--- src/design/mprx_pkg.sv ---
// Package for the pointing device report receiver: constants, types and helpers
package mprx_pkg;

    // ****************************************
    // Timing
    // ****************************************
    localparam int CLK_MHZ = 50;
    localparam int TIMEOUT_US = 2000;
    localparam int TIMEOUT_CYC = TIMEOUT_US * CLK_MHZ;
    localparam int LINK_PERIOD_LONGEST_US = 50;

    // ****************************************
    // Register bus and map
    // ****************************************
    localparam int ADDR_W = 8;
    localparam int DATA_W = 32;
    localparam logic [7:0] OFF_CTRL = 8'h00;
    localparam logic [7:0] OFF_STATUS = 8'h04;
    localparam logic [7:0] OFF_MASK = 8'h08;
    localparam logic [7:0] OFF_REPORT = 8'h0C;
    localparam logic [7:0] OFF_STATE = 8'h10;

    // Status and mask bit positions
    localparam int ST_REPORT = 0;
    localparam int ST_OVF = 1;
    localparam int ST_PARITY = 2;
    localparam int ST_STOP = 3;
    localparam int ST_TIMEOUT = 4;
    localparam int ST_W = 5;

    // Reset values
    localparam logic CTRL_EN_RESET = 1'h1;
    localparam logic [ST_W-1:0] MASK_RESET = 5'h00;
    localparam logic [ST_W-1:0] STATUS_RESET = 5'h00;

    // ****************************************
    // Frame and report layout
    // ****************************************
    localparam int PAYLOAD_BITS = 8;
    localparam logic [2:0] LAST_PAYLOAD_IDX = 3'h7;
    localparam int B0_LEFT = 0;
    localparam int B0_RIGHT = 1;
    localparam int B0_ZERO = 2;
    localparam int B0_ONE = 3;
    localparam int B0_HSIGN = 4;
    localparam int B0_VSIGN = 5;
    localparam int B0_HOVF = 6;
    localparam int B0_VOVF = 7;
    localparam logic [1:0] IDX_HEAD = 2'h0;
    localparam logic [1:0] IDX_HORIZ = 2'h1;
    localparam logic [1:0] IDX_VERT = 2'h2;

    typedef enum logic [1:0] {
        FR_IDLE = 2'h0,
        FR_DATA = 2'h1,
        FR_PARITY = 2'h3,
        FR_STOP = 2'h2
    } mprx_frame_e;

    typedef struct packed {
        logic [ADDR_W-1:0] addr;
        logic [DATA_W-1:0] wdata;
        logic we;
        logic re;
    } mprx_bus_s;

    typedef struct packed {
        logic left_btn;
        logic right_btn;
        logic horiz_sign;
        logic vert_sign;
        logic horiz_ovf;
        logic vert_ovf;
        logic [7:0] horiz_delta;
        logic [7:0] vert_delta;
        logic [8:0] horiz_move;
        logic [8:0] vert_move;
    } mprx_report_s;

    // True when payload plus parity hold an odd count of ones
    function automatic logic mprx_odd_ok(input logic [7:0] payload, input logic par);
        mprx_odd_ok = ^{payload, par};
    endfunction : mprx_odd_ok

endpackage : mprx_pkg

--- src/design/mprx_sync.sv ---
// Two-flop synchroniser for asynchronous level inputs
`timescale 1ns/1ps
module mprx_sync #(
    parameter int W = 2
) (
    // Clock and reset
    input wire logic i_clock,
    input wire logic i_resetn,
    // Asynchronous in, synchronous out
    input wire logic [W-1:0] i_async,
    output logic [W-1:0] o_sync
);

    logic [W-1:0] meta_q;
    logic [W-1:0] sync_q;

    always_ff @(posedge i_clock or negedge i_resetn) begin
        if (!i_resetn) begin
            meta_q <= '1;
            sync_q <= '1;
        end else begin
            meta_q <= i_async;
            sync_q <= meta_q;
        end
    end

    assign o_sync = sync_q;

endmodule : mprx_sync

--- src/design/mprx_receiver.sv ---
// Pointing device serial receiver with report assembly and register port
//
// Decided for this implementation: the address map and the address-and-strobe port.
`timescale 1ns/1ps
module mprx_receiver
    import mprx_pkg::*;
#(
    parameter int TIMEOUT_CYCLES = TIMEOUT_CYC
) (
    // Clock and reset
    input wire logic i_clock,
    input wire logic i_resetn,
    // Link pins
    input wire logic i_link_clk,
    input wire logic i_link_data,
    // Register port
    input wire mprx_bus_s i_bus,
    output logic [DATA_W-1:0] o_rdata_q,
    // Report stream and interrupt
    output mprx_report_s o_report_q,
    output logic o_report_valid_q,
    output logic o_irq_q
);

    // ****************************************
    // Link synchronisation and edge detect
    // ****************************************
    logic [1:0] link_s;
    logic clk_s;
    logic data_s;
    logic clk_prev_q;
    logic fall;

    mprx_sync #(.W(2)) u_sync (
        .i_clock(i_clock),
        .i_resetn(i_resetn),
        .i_async({i_link_clk, i_link_data}),
        .o_sync(link_s)
    );

    assign clk_s = link_s[1];
    assign data_s = link_s[0];
    assign fall = clk_prev_q & ~clk_s;

    always_ff @(posedge i_clock or negedge i_resetn) begin
        if (!i_resetn) begin
            clk_prev_q <= 1'h1;
        end else begin
            clk_prev_q <= clk_s;
        end
    end

    // ****************************************
    // Control registers
    // ****************************************
    logic en_q;
    logic [ST_W-1:0] mask_q;
    logic [ST_W-1:0] status_q;
    logic [ST_W-1:0] status_d;
    logic [ST_W-1:0] status_set;
    logic [ST_W-1:0] status_clr;
    logic wr_ctrl;
    logic wr_mask;
    logic wr_status;

    assign wr_ctrl = i_bus.we && (i_bus.addr == OFF_CTRL);
    assign wr_mask = i_bus.we && (i_bus.addr == OFF_MASK);
    assign wr_status = i_bus.we && (i_bus.addr == OFF_STATUS);
    assign status_clr = wr_status ? i_bus.wdata[ST_W-1:0] : '0;
    assign status_d = (status_q & ~status_clr) | status_set;

    always_ff @(posedge i_clock or negedge i_resetn) begin
        if (!i_resetn) begin
            en_q <= CTRL_EN_RESET;
            mask_q <= MASK_RESET;
            status_q <= STATUS_RESET;
            o_irq_q <= 1'h0;
        end else begin
            en_q <= wr_ctrl ? i_bus.wdata[0] : en_q;
            mask_q <= wr_mask ? i_bus.wdata[ST_W-1:0] : mask_q;
            status_q <= status_d;
            o_irq_q <= |(status_q & mask_q);
        end
    end

    // ****************************************
    // Frame receiver
    // ****************************************
    mprx_frame_e state_q;
    mprx_frame_e state_d;
    logic [2:0] bit_q;
    logic [7:0] shift_q;
    logic par_bad_q;
    logic byte_done_q;
    logic stop_bad_q;
    logic [7:0] rx_byte_q;
    logic [31:0] idle_cnt_q;
    logic timeout;
    logic busy;

    assign busy = (state_q != FR_IDLE);
    // Far longer than the slowest legal link period
    assign timeout = busy && (idle_cnt_q == 32'(TIMEOUT_CYCLES - 1));

    always_comb begin
        state_d = state_q;
        if (timeout || !en_q) begin
            state_d = FR_IDLE;
        end else if (fall) begin
            case (state_q)
                FR_IDLE: begin
                    if (!data_s) begin
                        state_d = FR_DATA;
                    end
                end
                FR_DATA: begin
                    if (bit_q == LAST_PAYLOAD_IDX) begin
                        state_d = FR_PARITY;
                    end
                end
                FR_PARITY: begin
                    state_d = FR_STOP;
                end
                default: begin
                    state_d = FR_IDLE;
                end
            endcase
        end
    end

    always_ff @(posedge i_clock or negedge i_resetn) begin
        if (!i_resetn) begin
            state_q <= FR_IDLE;
            bit_q <= 3'h0;
            shift_q <= 8'h00;
            par_bad_q <= 1'h0;
        end else begin
            state_q <= state_d;
            if (fall && state_q == FR_IDLE) begin
                bit_q <= 3'h0;
            end else if (fall && state_q == FR_DATA) begin
                bit_q <= bit_q + 3'h1;
                shift_q <= {data_s, shift_q[7:1]};
            end
            if (fall && state_q == FR_PARITY) begin
                par_bad_q <= ~mprx_odd_ok(shift_q, data_s);
            end
        end
    end

    always_ff @(posedge i_clock or negedge i_resetn) begin
        if (!i_resetn) begin
            byte_done_q <= 1'h0;
            stop_bad_q <= 1'h0;
            rx_byte_q <= 8'h00;
            idle_cnt_q <= 32'h0000_0000;
        end else begin
            byte_done_q <= fall && en_q && !timeout && (state_q == FR_STOP);
            if (fall && state_q == FR_STOP) begin
                stop_bad_q <= ~data_s;
                rx_byte_q <= shift_q;
            end
            idle_cnt_q <= (fall || !busy) ? 32'h0000_0000 : idle_cnt_q + 32'h0000_0001;
        end
    end

    // ****************************************
    // Report assembly
    // ****************************************
    logic [1:0] idx_q;
    logic [1:0] idx_d;
    logic [7:0] head_q;
    logic [7:0] horiz_q;
    logic byte_err;
    logic byte_ok;
    logic report_fire;
    mprx_report_s report_d;

    assign byte_err = par_bad_q | stop_bad_q;
    assign byte_ok = byte_done_q && !byte_err;
    assign report_fire = byte_ok && (idx_q == IDX_VERT);

    always_comb begin
        idx_d = idx_q;
        if (timeout || (byte_done_q && byte_err)) begin
            idx_d = IDX_HEAD;
        end else if (byte_ok) begin
            case (idx_q)
                IDX_HEAD: begin
                    idx_d = rx_byte_q[B0_ONE] ? IDX_HORIZ : IDX_HEAD;
                end
                IDX_HORIZ: begin
                    idx_d = IDX_VERT;
                end
                default: begin
                    idx_d = IDX_HEAD;
                end
            endcase
        end
    end

    // Signed moves: right and up positive, magnitude grows with speed
    assign report_d.left_btn = head_q[B0_LEFT];
    assign report_d.right_btn = head_q[B0_RIGHT];
    assign report_d.horiz_sign = head_q[B0_HSIGN];
    assign report_d.vert_sign = head_q[B0_VSIGN];
    assign report_d.horiz_ovf = head_q[B0_HOVF];
    assign report_d.vert_ovf = head_q[B0_VOVF];
    assign report_d.horiz_delta = horiz_q;
    assign report_d.vert_delta = rx_byte_q;
    assign report_d.horiz_move = {head_q[B0_HSIGN], horiz_q};
    assign report_d.vert_move = {head_q[B0_VSIGN], rx_byte_q};

    always_ff @(posedge i_clock or negedge i_resetn) begin
        if (!i_resetn) begin
            idx_q <= IDX_HEAD;
            head_q <= 8'h00;
            horiz_q <= 8'h00;
            o_report_q <= '0;
            o_report_valid_q <= 1'h0;
        end else begin
            idx_q <= idx_d;
            if (byte_ok && idx_q == IDX_HEAD) begin
                head_q <= rx_byte_q;
            end
            if (byte_ok && idx_q == IDX_HORIZ) begin
                horiz_q <= rx_byte_q;
            end
            if (report_fire) begin
                o_report_q <= report_d;
            end
            o_report_valid_q <= report_fire;
        end
    end

    // ****************************************
    // Events and read port
    // ****************************************
    logic [DATA_W-1:0] rd_mux;

    assign status_set[ST_REPORT] = report_fire;
    assign status_set[ST_OVF] = report_fire && (head_q[B0_HOVF] || head_q[B0_VOVF]);
    assign status_set[ST_PARITY] = byte_done_q && par_bad_q;
    assign status_set[ST_STOP] = byte_done_q && stop_bad_q;
    assign status_set[ST_TIMEOUT] = timeout;

    assign rd_mux = (i_bus.addr == OFF_CTRL) ? {31'h0000_0000, en_q} :
                    (i_bus.addr == OFF_STATUS) ? {27'h000_0000, status_q} :
                    (i_bus.addr == OFF_MASK) ? {27'h000_0000, mask_q} :
                    (i_bus.addr == OFF_REPORT) ? {8'h00, o_report_q.vert_delta, o_report_q.horiz_delta, head_q} :
                    (i_bus.addr == OFF_STATE) ? {27'h000_0000, busy, idx_q, state_q} :
                    32'h0000_0000;

    always_ff @(posedge i_clock or negedge i_resetn) begin
        if (!i_resetn) begin
            o_rdata_q <= 32'h0000_0000;
        end else begin
            o_rdata_q <= i_bus.re ? rd_mux : 32'h0000_0000;
        end
    end
endmodule : mprx_receiver

--- config.mk ---
export PLATFORM = sky130hd
export DESIGN_NAME = mprx_receiver
export DESIGN_NICKNAME = d
export VERILOG_FILES = /design/src/design/mprx_pkg.sv /design/src/design/mprx_sync.sv /design/src/design/mprx_receiver.sv
export SDC_FILE = /design/constraint.sdc
export NUM_CORES = 1
export LEC_CHECK = 0
export ABC_AREA = 0
export BUFFER_PORTS_ARGS = -buffer_cell sky130_fd_sc_hd__buf_4
export CORE_UTILIZATION = 55
export DETAILED_ROUTE_END_ITERATION = 7
export PLACE_DENSITY = 0.8
export SYNTH_ARGS = -nofsm -noshare
export SYNTH_HDL_FRONTEND = slang
export SYNTH_SLANG_ARGS = --single-unit
--- constraint.sdc ---
create_clock -name i_clock -period 3.1 [get_ports i_clock]
set_clock_uncertainty 0.05 [all_clocks]
set_input_delay 0.62 -clock i_clock [delete_from_list [all_inputs] [get_ports i_clock]]
set_output_delay 0.62 -clock i_clock [all_outputs]
set_load 0.1 [all_outputs]
# --- Word-level counts from Yosys, hierarchy flattened ---
# Index checks and enable logic that the tools add are counted.
# Widths: inputs -> output; s select.
classes:
  addsub: 2
  n_reduce_logical: 38
  n_eq_ne: 13
  n_bitwise: 10
  n_mux: 19
op_table:
  columns: ["op", "n"]
  rows:
  - ["$mux 24", 5]
  - ["$add 32x1->32 const B", 1]
  - ["$eq 32x17->1 const B", 1]
  - ["$mux 32", 1]
  - ["$logic_and 1x1->1", 19]
  - ["$eq 8x4->1 const B", 2]
  - ["$mux 2", 6]
  - ["$and 5x5->5", 2]
  - ["$mux 5", 2]
  - ["$reduce_xor 9->1", 1]
  - ["$eq 8x3->1 const B", 1]
  - ["$eq 8x5->1 const B", 1]
  - ["$logic_not 8->1", 1]
  - ["$reduce_bool 2->1", 4]
  - ["$eq 2x2->1 const B", 3]
  - ["$mux 3", 2]
  - ["$ne 3x3->1 const B", 2]
  - ["$pmux 2 s3", 1]
  - ["$not 5->5", 1]
  - ["$or 5x5->5", 1]
  - ["$reduce_or 5->1", 1]
  - ["$eq 2x1->1 const B", 2]
  - ["$logic_not 1->1", 4]
  - ["$logic_not 2->1", 2]
  - ["10 further kinds", 16]
totals:
  out_inout_bits: 74
  regBits: 156
  wordCells: 112

# --- Logic depth before layout (Yosys ltp) ---
depth:
  word_depth: 7
  mapped_depth: 7
  depth_no_buf: 5

# --- Modules after synthesis ---
# Synthesis repeated with hierarchy kept, for this count alone.
hier_totals:
  cells_unflattened: 515
  area_unflattened_um2: 6179.7
by_module_without_submodules:
  columns: ["mod", "n_inst", "cells_per_inst", "seq_area_each_um2", "area_per_inst_um2"]
  rows:
  - ["mprx_receiver", 1, 511, 3355.7, 6074.6]
  - ["mprx_sync", 1, 4, 105.1, 105.1]

# --- Least setup slack after synthesis ---
# OpenSTA, ideal clock, no wires.
synth_path:
  kind: "input to register"
  start: "input port i_bus[35] (netlist name)"
  end: "register mask_q[0]"
  required_time_ns: 2.925
  setup_ns: 0.125
  arrival_ns: 2.163
  stages: 4
  slack_ns: 0.762
  path_cell_list: "or4_4 > or3_4 > nor3b_4 > mux2_2"
synth_via:
  elab_chain_len: 2
synth_rtl:
  columns: ["element", "line_no", "text"]
  rows:
  - ["start: declaration", "mprx_receiver.sv:17", "input wire mprx_bus_s i_bus,"]
  - ["$eq 8x4->1", "mprx_receiver.sv:67", "assign wr_mask = i_bus.we && (i_bus.addr == OFF_MASK);"]
  - ["$logic_and 1x1->1", "mprx_receiver.sv:67", null]
  - ["end signal: assignment", "mprx_receiver.sv:80", "mask_q <= wr_mask ? i_bus.wdata[ST_W-1:0] : mask_q;"]
  - ["end: declaration", "mprx_receiver.sv:57", "logic [ST_W-1:0] mask_q;"]
# Every way passes these cells.
# A chain may end at the register's enable or synchronous reset.

# --- Worst setup path in the final report ---
layout_path:
  start: "register idle_cnt_q[0]"
  end: "register idle_cnt_q[24]"
layout_via:
  elab_chain_len: 2
layout_rtl:
  columns: ["element", "line_no", "text"]
  rows:
  - ["start: declaration", "mprx_receiver.sv:97", "logic [31:0] idle_cnt_q;"]
  - ["start signal: assignment", "mprx_receiver.sv:163", "idle_cnt_q <= (fall || !busy) ? 32'h0000_0000 : idle_cnt_q + 32'h0000_0001;"]
  - ["$add 32x1->32", "mprx_receiver.sv:163", null]
  - ["$mux 32", "mprx_receiver.sv:163", null]
# Every way passes these cells.

==> run summary <==
Relative max-transition margin -> 49.2%
Vias in the first global route -> 4155
Clk root buf -> clkbuf_8
Cell Int Power -> 2.94 mW
Peak supply drop -> 0.424 mV
Routability cong. -> 0.808
HP Class -> input pin to asynchronous set/reset pin
Worst-path clk slew -> 0.06 ns
First-pass GRT wire length -> 20.6 mm
Max Fanout on Critical Path -> 15
Placed Instances -> 707
RR Startpoint -> idle_cnt_q[0]$_DFF_PN0_
Grt met1 use -> 29.4%
Synthesized area per cell -> 11.8 µm²
Leakage -> 3.43 nW
H-tree depth -> 4
Area Overhead vs Synth -> 19.0%
Width of the die -> 107 µm
Setup Buffers After CTS -> 0
Total power -> 3.79 mW
Skew-Pair Late Insertion Delay -> 0.52 ns
Largest net degree at the start of global routing -> 85
Max Cap Violations -> 0
Pre-Repair DR Iteration Count -> 5
Combinational Power Share -> 3.9%
Worst r2r path cells -> 5
Crit path time final -> 2.23 ns
Diodes inserted -> 0
Die Ht -> 107 µm
Post-DP HPWL -> 8.20 mm
Core box area -> 10800 µm²
Syn Std Cell Area -> 6090 µm²
Asr flop ratio synth -> 100%
Critical path arrival -> 2.62 ns
Initial antenna violation count -> 0
Area leader, netlist -> dfrtp_1
Detailed-route via count -> 4234
# hold bufs at CTS -> 0
Prevailing post-synth register cell -> dfrtp_1
Busiest grt layer -> met2
Data required, critical path -> 3.49 ns
Crit path kind -> flip-flop to flip-flop
GR Util met2 -> 39.7%
Routed WL -> 12.2 mm
Site row count -> 38
Num CTS Buffers -> 17
DRC -> 0
Clock sinks -> 138
EDFF count, synth -> 0
Gr usage total -> 23.7%
Routed Antenna Nets -> 0
Unrepaired setup endpoints after global routing -> no
# setup viols final -> 0
Buffers on Ports -> 84
Final std cells w/o fill -> 739
Met3 GRT Util -> 6.08%
Worst setup EP type -> flip-flop
Register area share after synthesis -> 56.9%
Die Area -> 11500 µm²
Worst slew pin tran -> 0.762 ns
NetSw -> 855 µW
Final Max Tran Viols -> 0
DR vias/cell -> 5.73
Synth cell count leaders -> dfrtp_1, mux2_2, nand2_1
Yosys cell types -> 53
Fmax -> 449 MHz
Share of cells above drive strength 1 -> 31.4%
Post-CTS resize count -> 0
CTS tree -> done
Top cells by area in the synthesized netlist -> dfrtp_1, mux2_2, buf_4
Final hold violations -> 0
Top-area cell type share of the netlist area -> 54.3%
Nets -> 635
Total congestion overflow -> 0
CP Launch Type -> flip-flop
Post-DR wirelength/cell -> 16.6 µm
Cells after Synth -> 516
Sw Ratio -> 22.6%
CP startpoint -> idle_cnt_q[0]$_DFF_PN0_
Clk buf depth -> 2
Initial DRC Count -> 255
Setup_tns -> 0 ns
Status -> finished, final reports clean
Synth warn -> 0
Initial core utilization -> 56.4%
Part of the cycle the worst path needs -> 71.9%
Flop pwr share -> 48.1%
#FFs+latches synth -> 138
# IOs -> 120
PD cells -> 523 nW/µm²
Clock power frac -> 48.1%
Cell with the most instances after synthesis -> dfrtp_1
-- critical path, stage by stage (launching register included) --
cell,delay (ns)
dfrtp_1,0.38
ha_1,0.19
and3_1,0.30
nand3_1,0.42
or4_1,0.64
a21oi_1,0.17
-- stage by stage --
stage                     hold WS (ns)  utilization (%)  instance area (µm²)  worst slack, ns
after floorplan                  0.274                -                 6110            0.762
after global routing             0.127             67.1                 7240            0.701
after detailed placement         0.299             62.1                 6710            0.543
final                            0.103             67.1                 7240            0.873
after global placement           0.297             62.1                 6710            0.576
after CTS                        0.116             67.1                 7240            0.866
-- worst paths after layout --
path | end | slack (ns)
max | idle_cnt_q[24]$_DFF_PN0_ | 0.87
max in group asynchronous | idle_cnt_q[7]$_DFF_PN0_ | 2.13
min reg2reg | u_sync.o_sync[0]$_DFF_PN1_ | 0.31
min | idle_cnt_q[14]$_DFF_PN0_ | 0.10
max reg2reg | idle_cnt_q[24]$_DFF_PN0_ | 0.87
min in group i_clock | u_sync.meta_q[0]$_DFF_PN1_ | 0.15
-- state kept, by name (all words and copies together) (netlist names), 3 cells and up --
name and cells:
rx_byte_q 8, mask_q 5, bit_q 3, shift_q 8
status_q 5, o_report_q 22, idle_cnt_q 32, o_rdata_q 24
horiz_q 8, head_q 8
-- layout by cell type, fill, tap and decap left out, types with 5 or more instances in the layout --
| master | count |
|---|---|
| and2_1 | 22 |
| and4_1 | 5 |
| xnor2_1 | 8 |
| nand4_1 | 7 |
| nor4_1 | 9 |
| dfrtp_1 | 132 |
| mux2_2 | 59 |
| a21oi_1 | 27 |
| o31ai_1 | 13 |
| nor2b_1 | 7 |
| conb_1 | 8 |
| o21ai_0 | 15 |
| inv_1 | 7 |
| clkbuf_16 | 16 |
| or3_1 | 9 |
| dfstp_2 | 6 |
| xor2_1 | 6 |
| or4_1 | 14 |
| nand2_1 | 35 |
| buf_4 | 88 |
| nor2_1 | 23 |
| nand3_1 | 13 |
-- power by group through the flow --
stage                     Clock (mW)  Sequential (mW)  Combinational, mW
after floorplan                    0             1.86             0.0836
after global placement             0             1.85              0.144
after detailed placement           0             1.85              0.147
after CTS                       1.86             1.82              0.149
after global routing            1.95             1.82              0.160
final                           1.82             1.82              0.146
-- cells by family (layout without fill, tap and decap cells) --
| kind of cell | count (synthesis) | after routing | share of synthesized area (%) |
|---|---|---|---|
| other cells | 1 | 8 | 0.0616 |
| buf+inv | 53 | 129 | 4.93 |
| flops | 138 | 138 | 56.9 |
| xor+xnor | 15 | 15 | 2.38 |
| fa+ha+maj | 3 | 3 | 0.617 |
| compound gates | 75 | 75 | 7.75 |
| simple gates | 169 | 169 | 16.0 |
| mux | 62 | 62 | 11.4 |
-- layer usage --
layer	share of wire, %	wire, µm
met1	42	5090
met3	3.9	483
met5	0	0
met2	53	6440
met4	1.8	225
-- cell type report --
| cell class | instances | area, µm² |
|---|---|---|
| sequential | 138 | 3460 |
| clock buffer | 22 | 443 |
| timing repair buffer | 90 | 692 |
| inverter | 7 | 26.3 |
| clock inverter | 10 | 95.1 |
| multi-input combinational | 332 | 2350 |
| fill | 780 | 3550 |
| tap | 140 | 175 |
(Power assumes the default switching activity.)
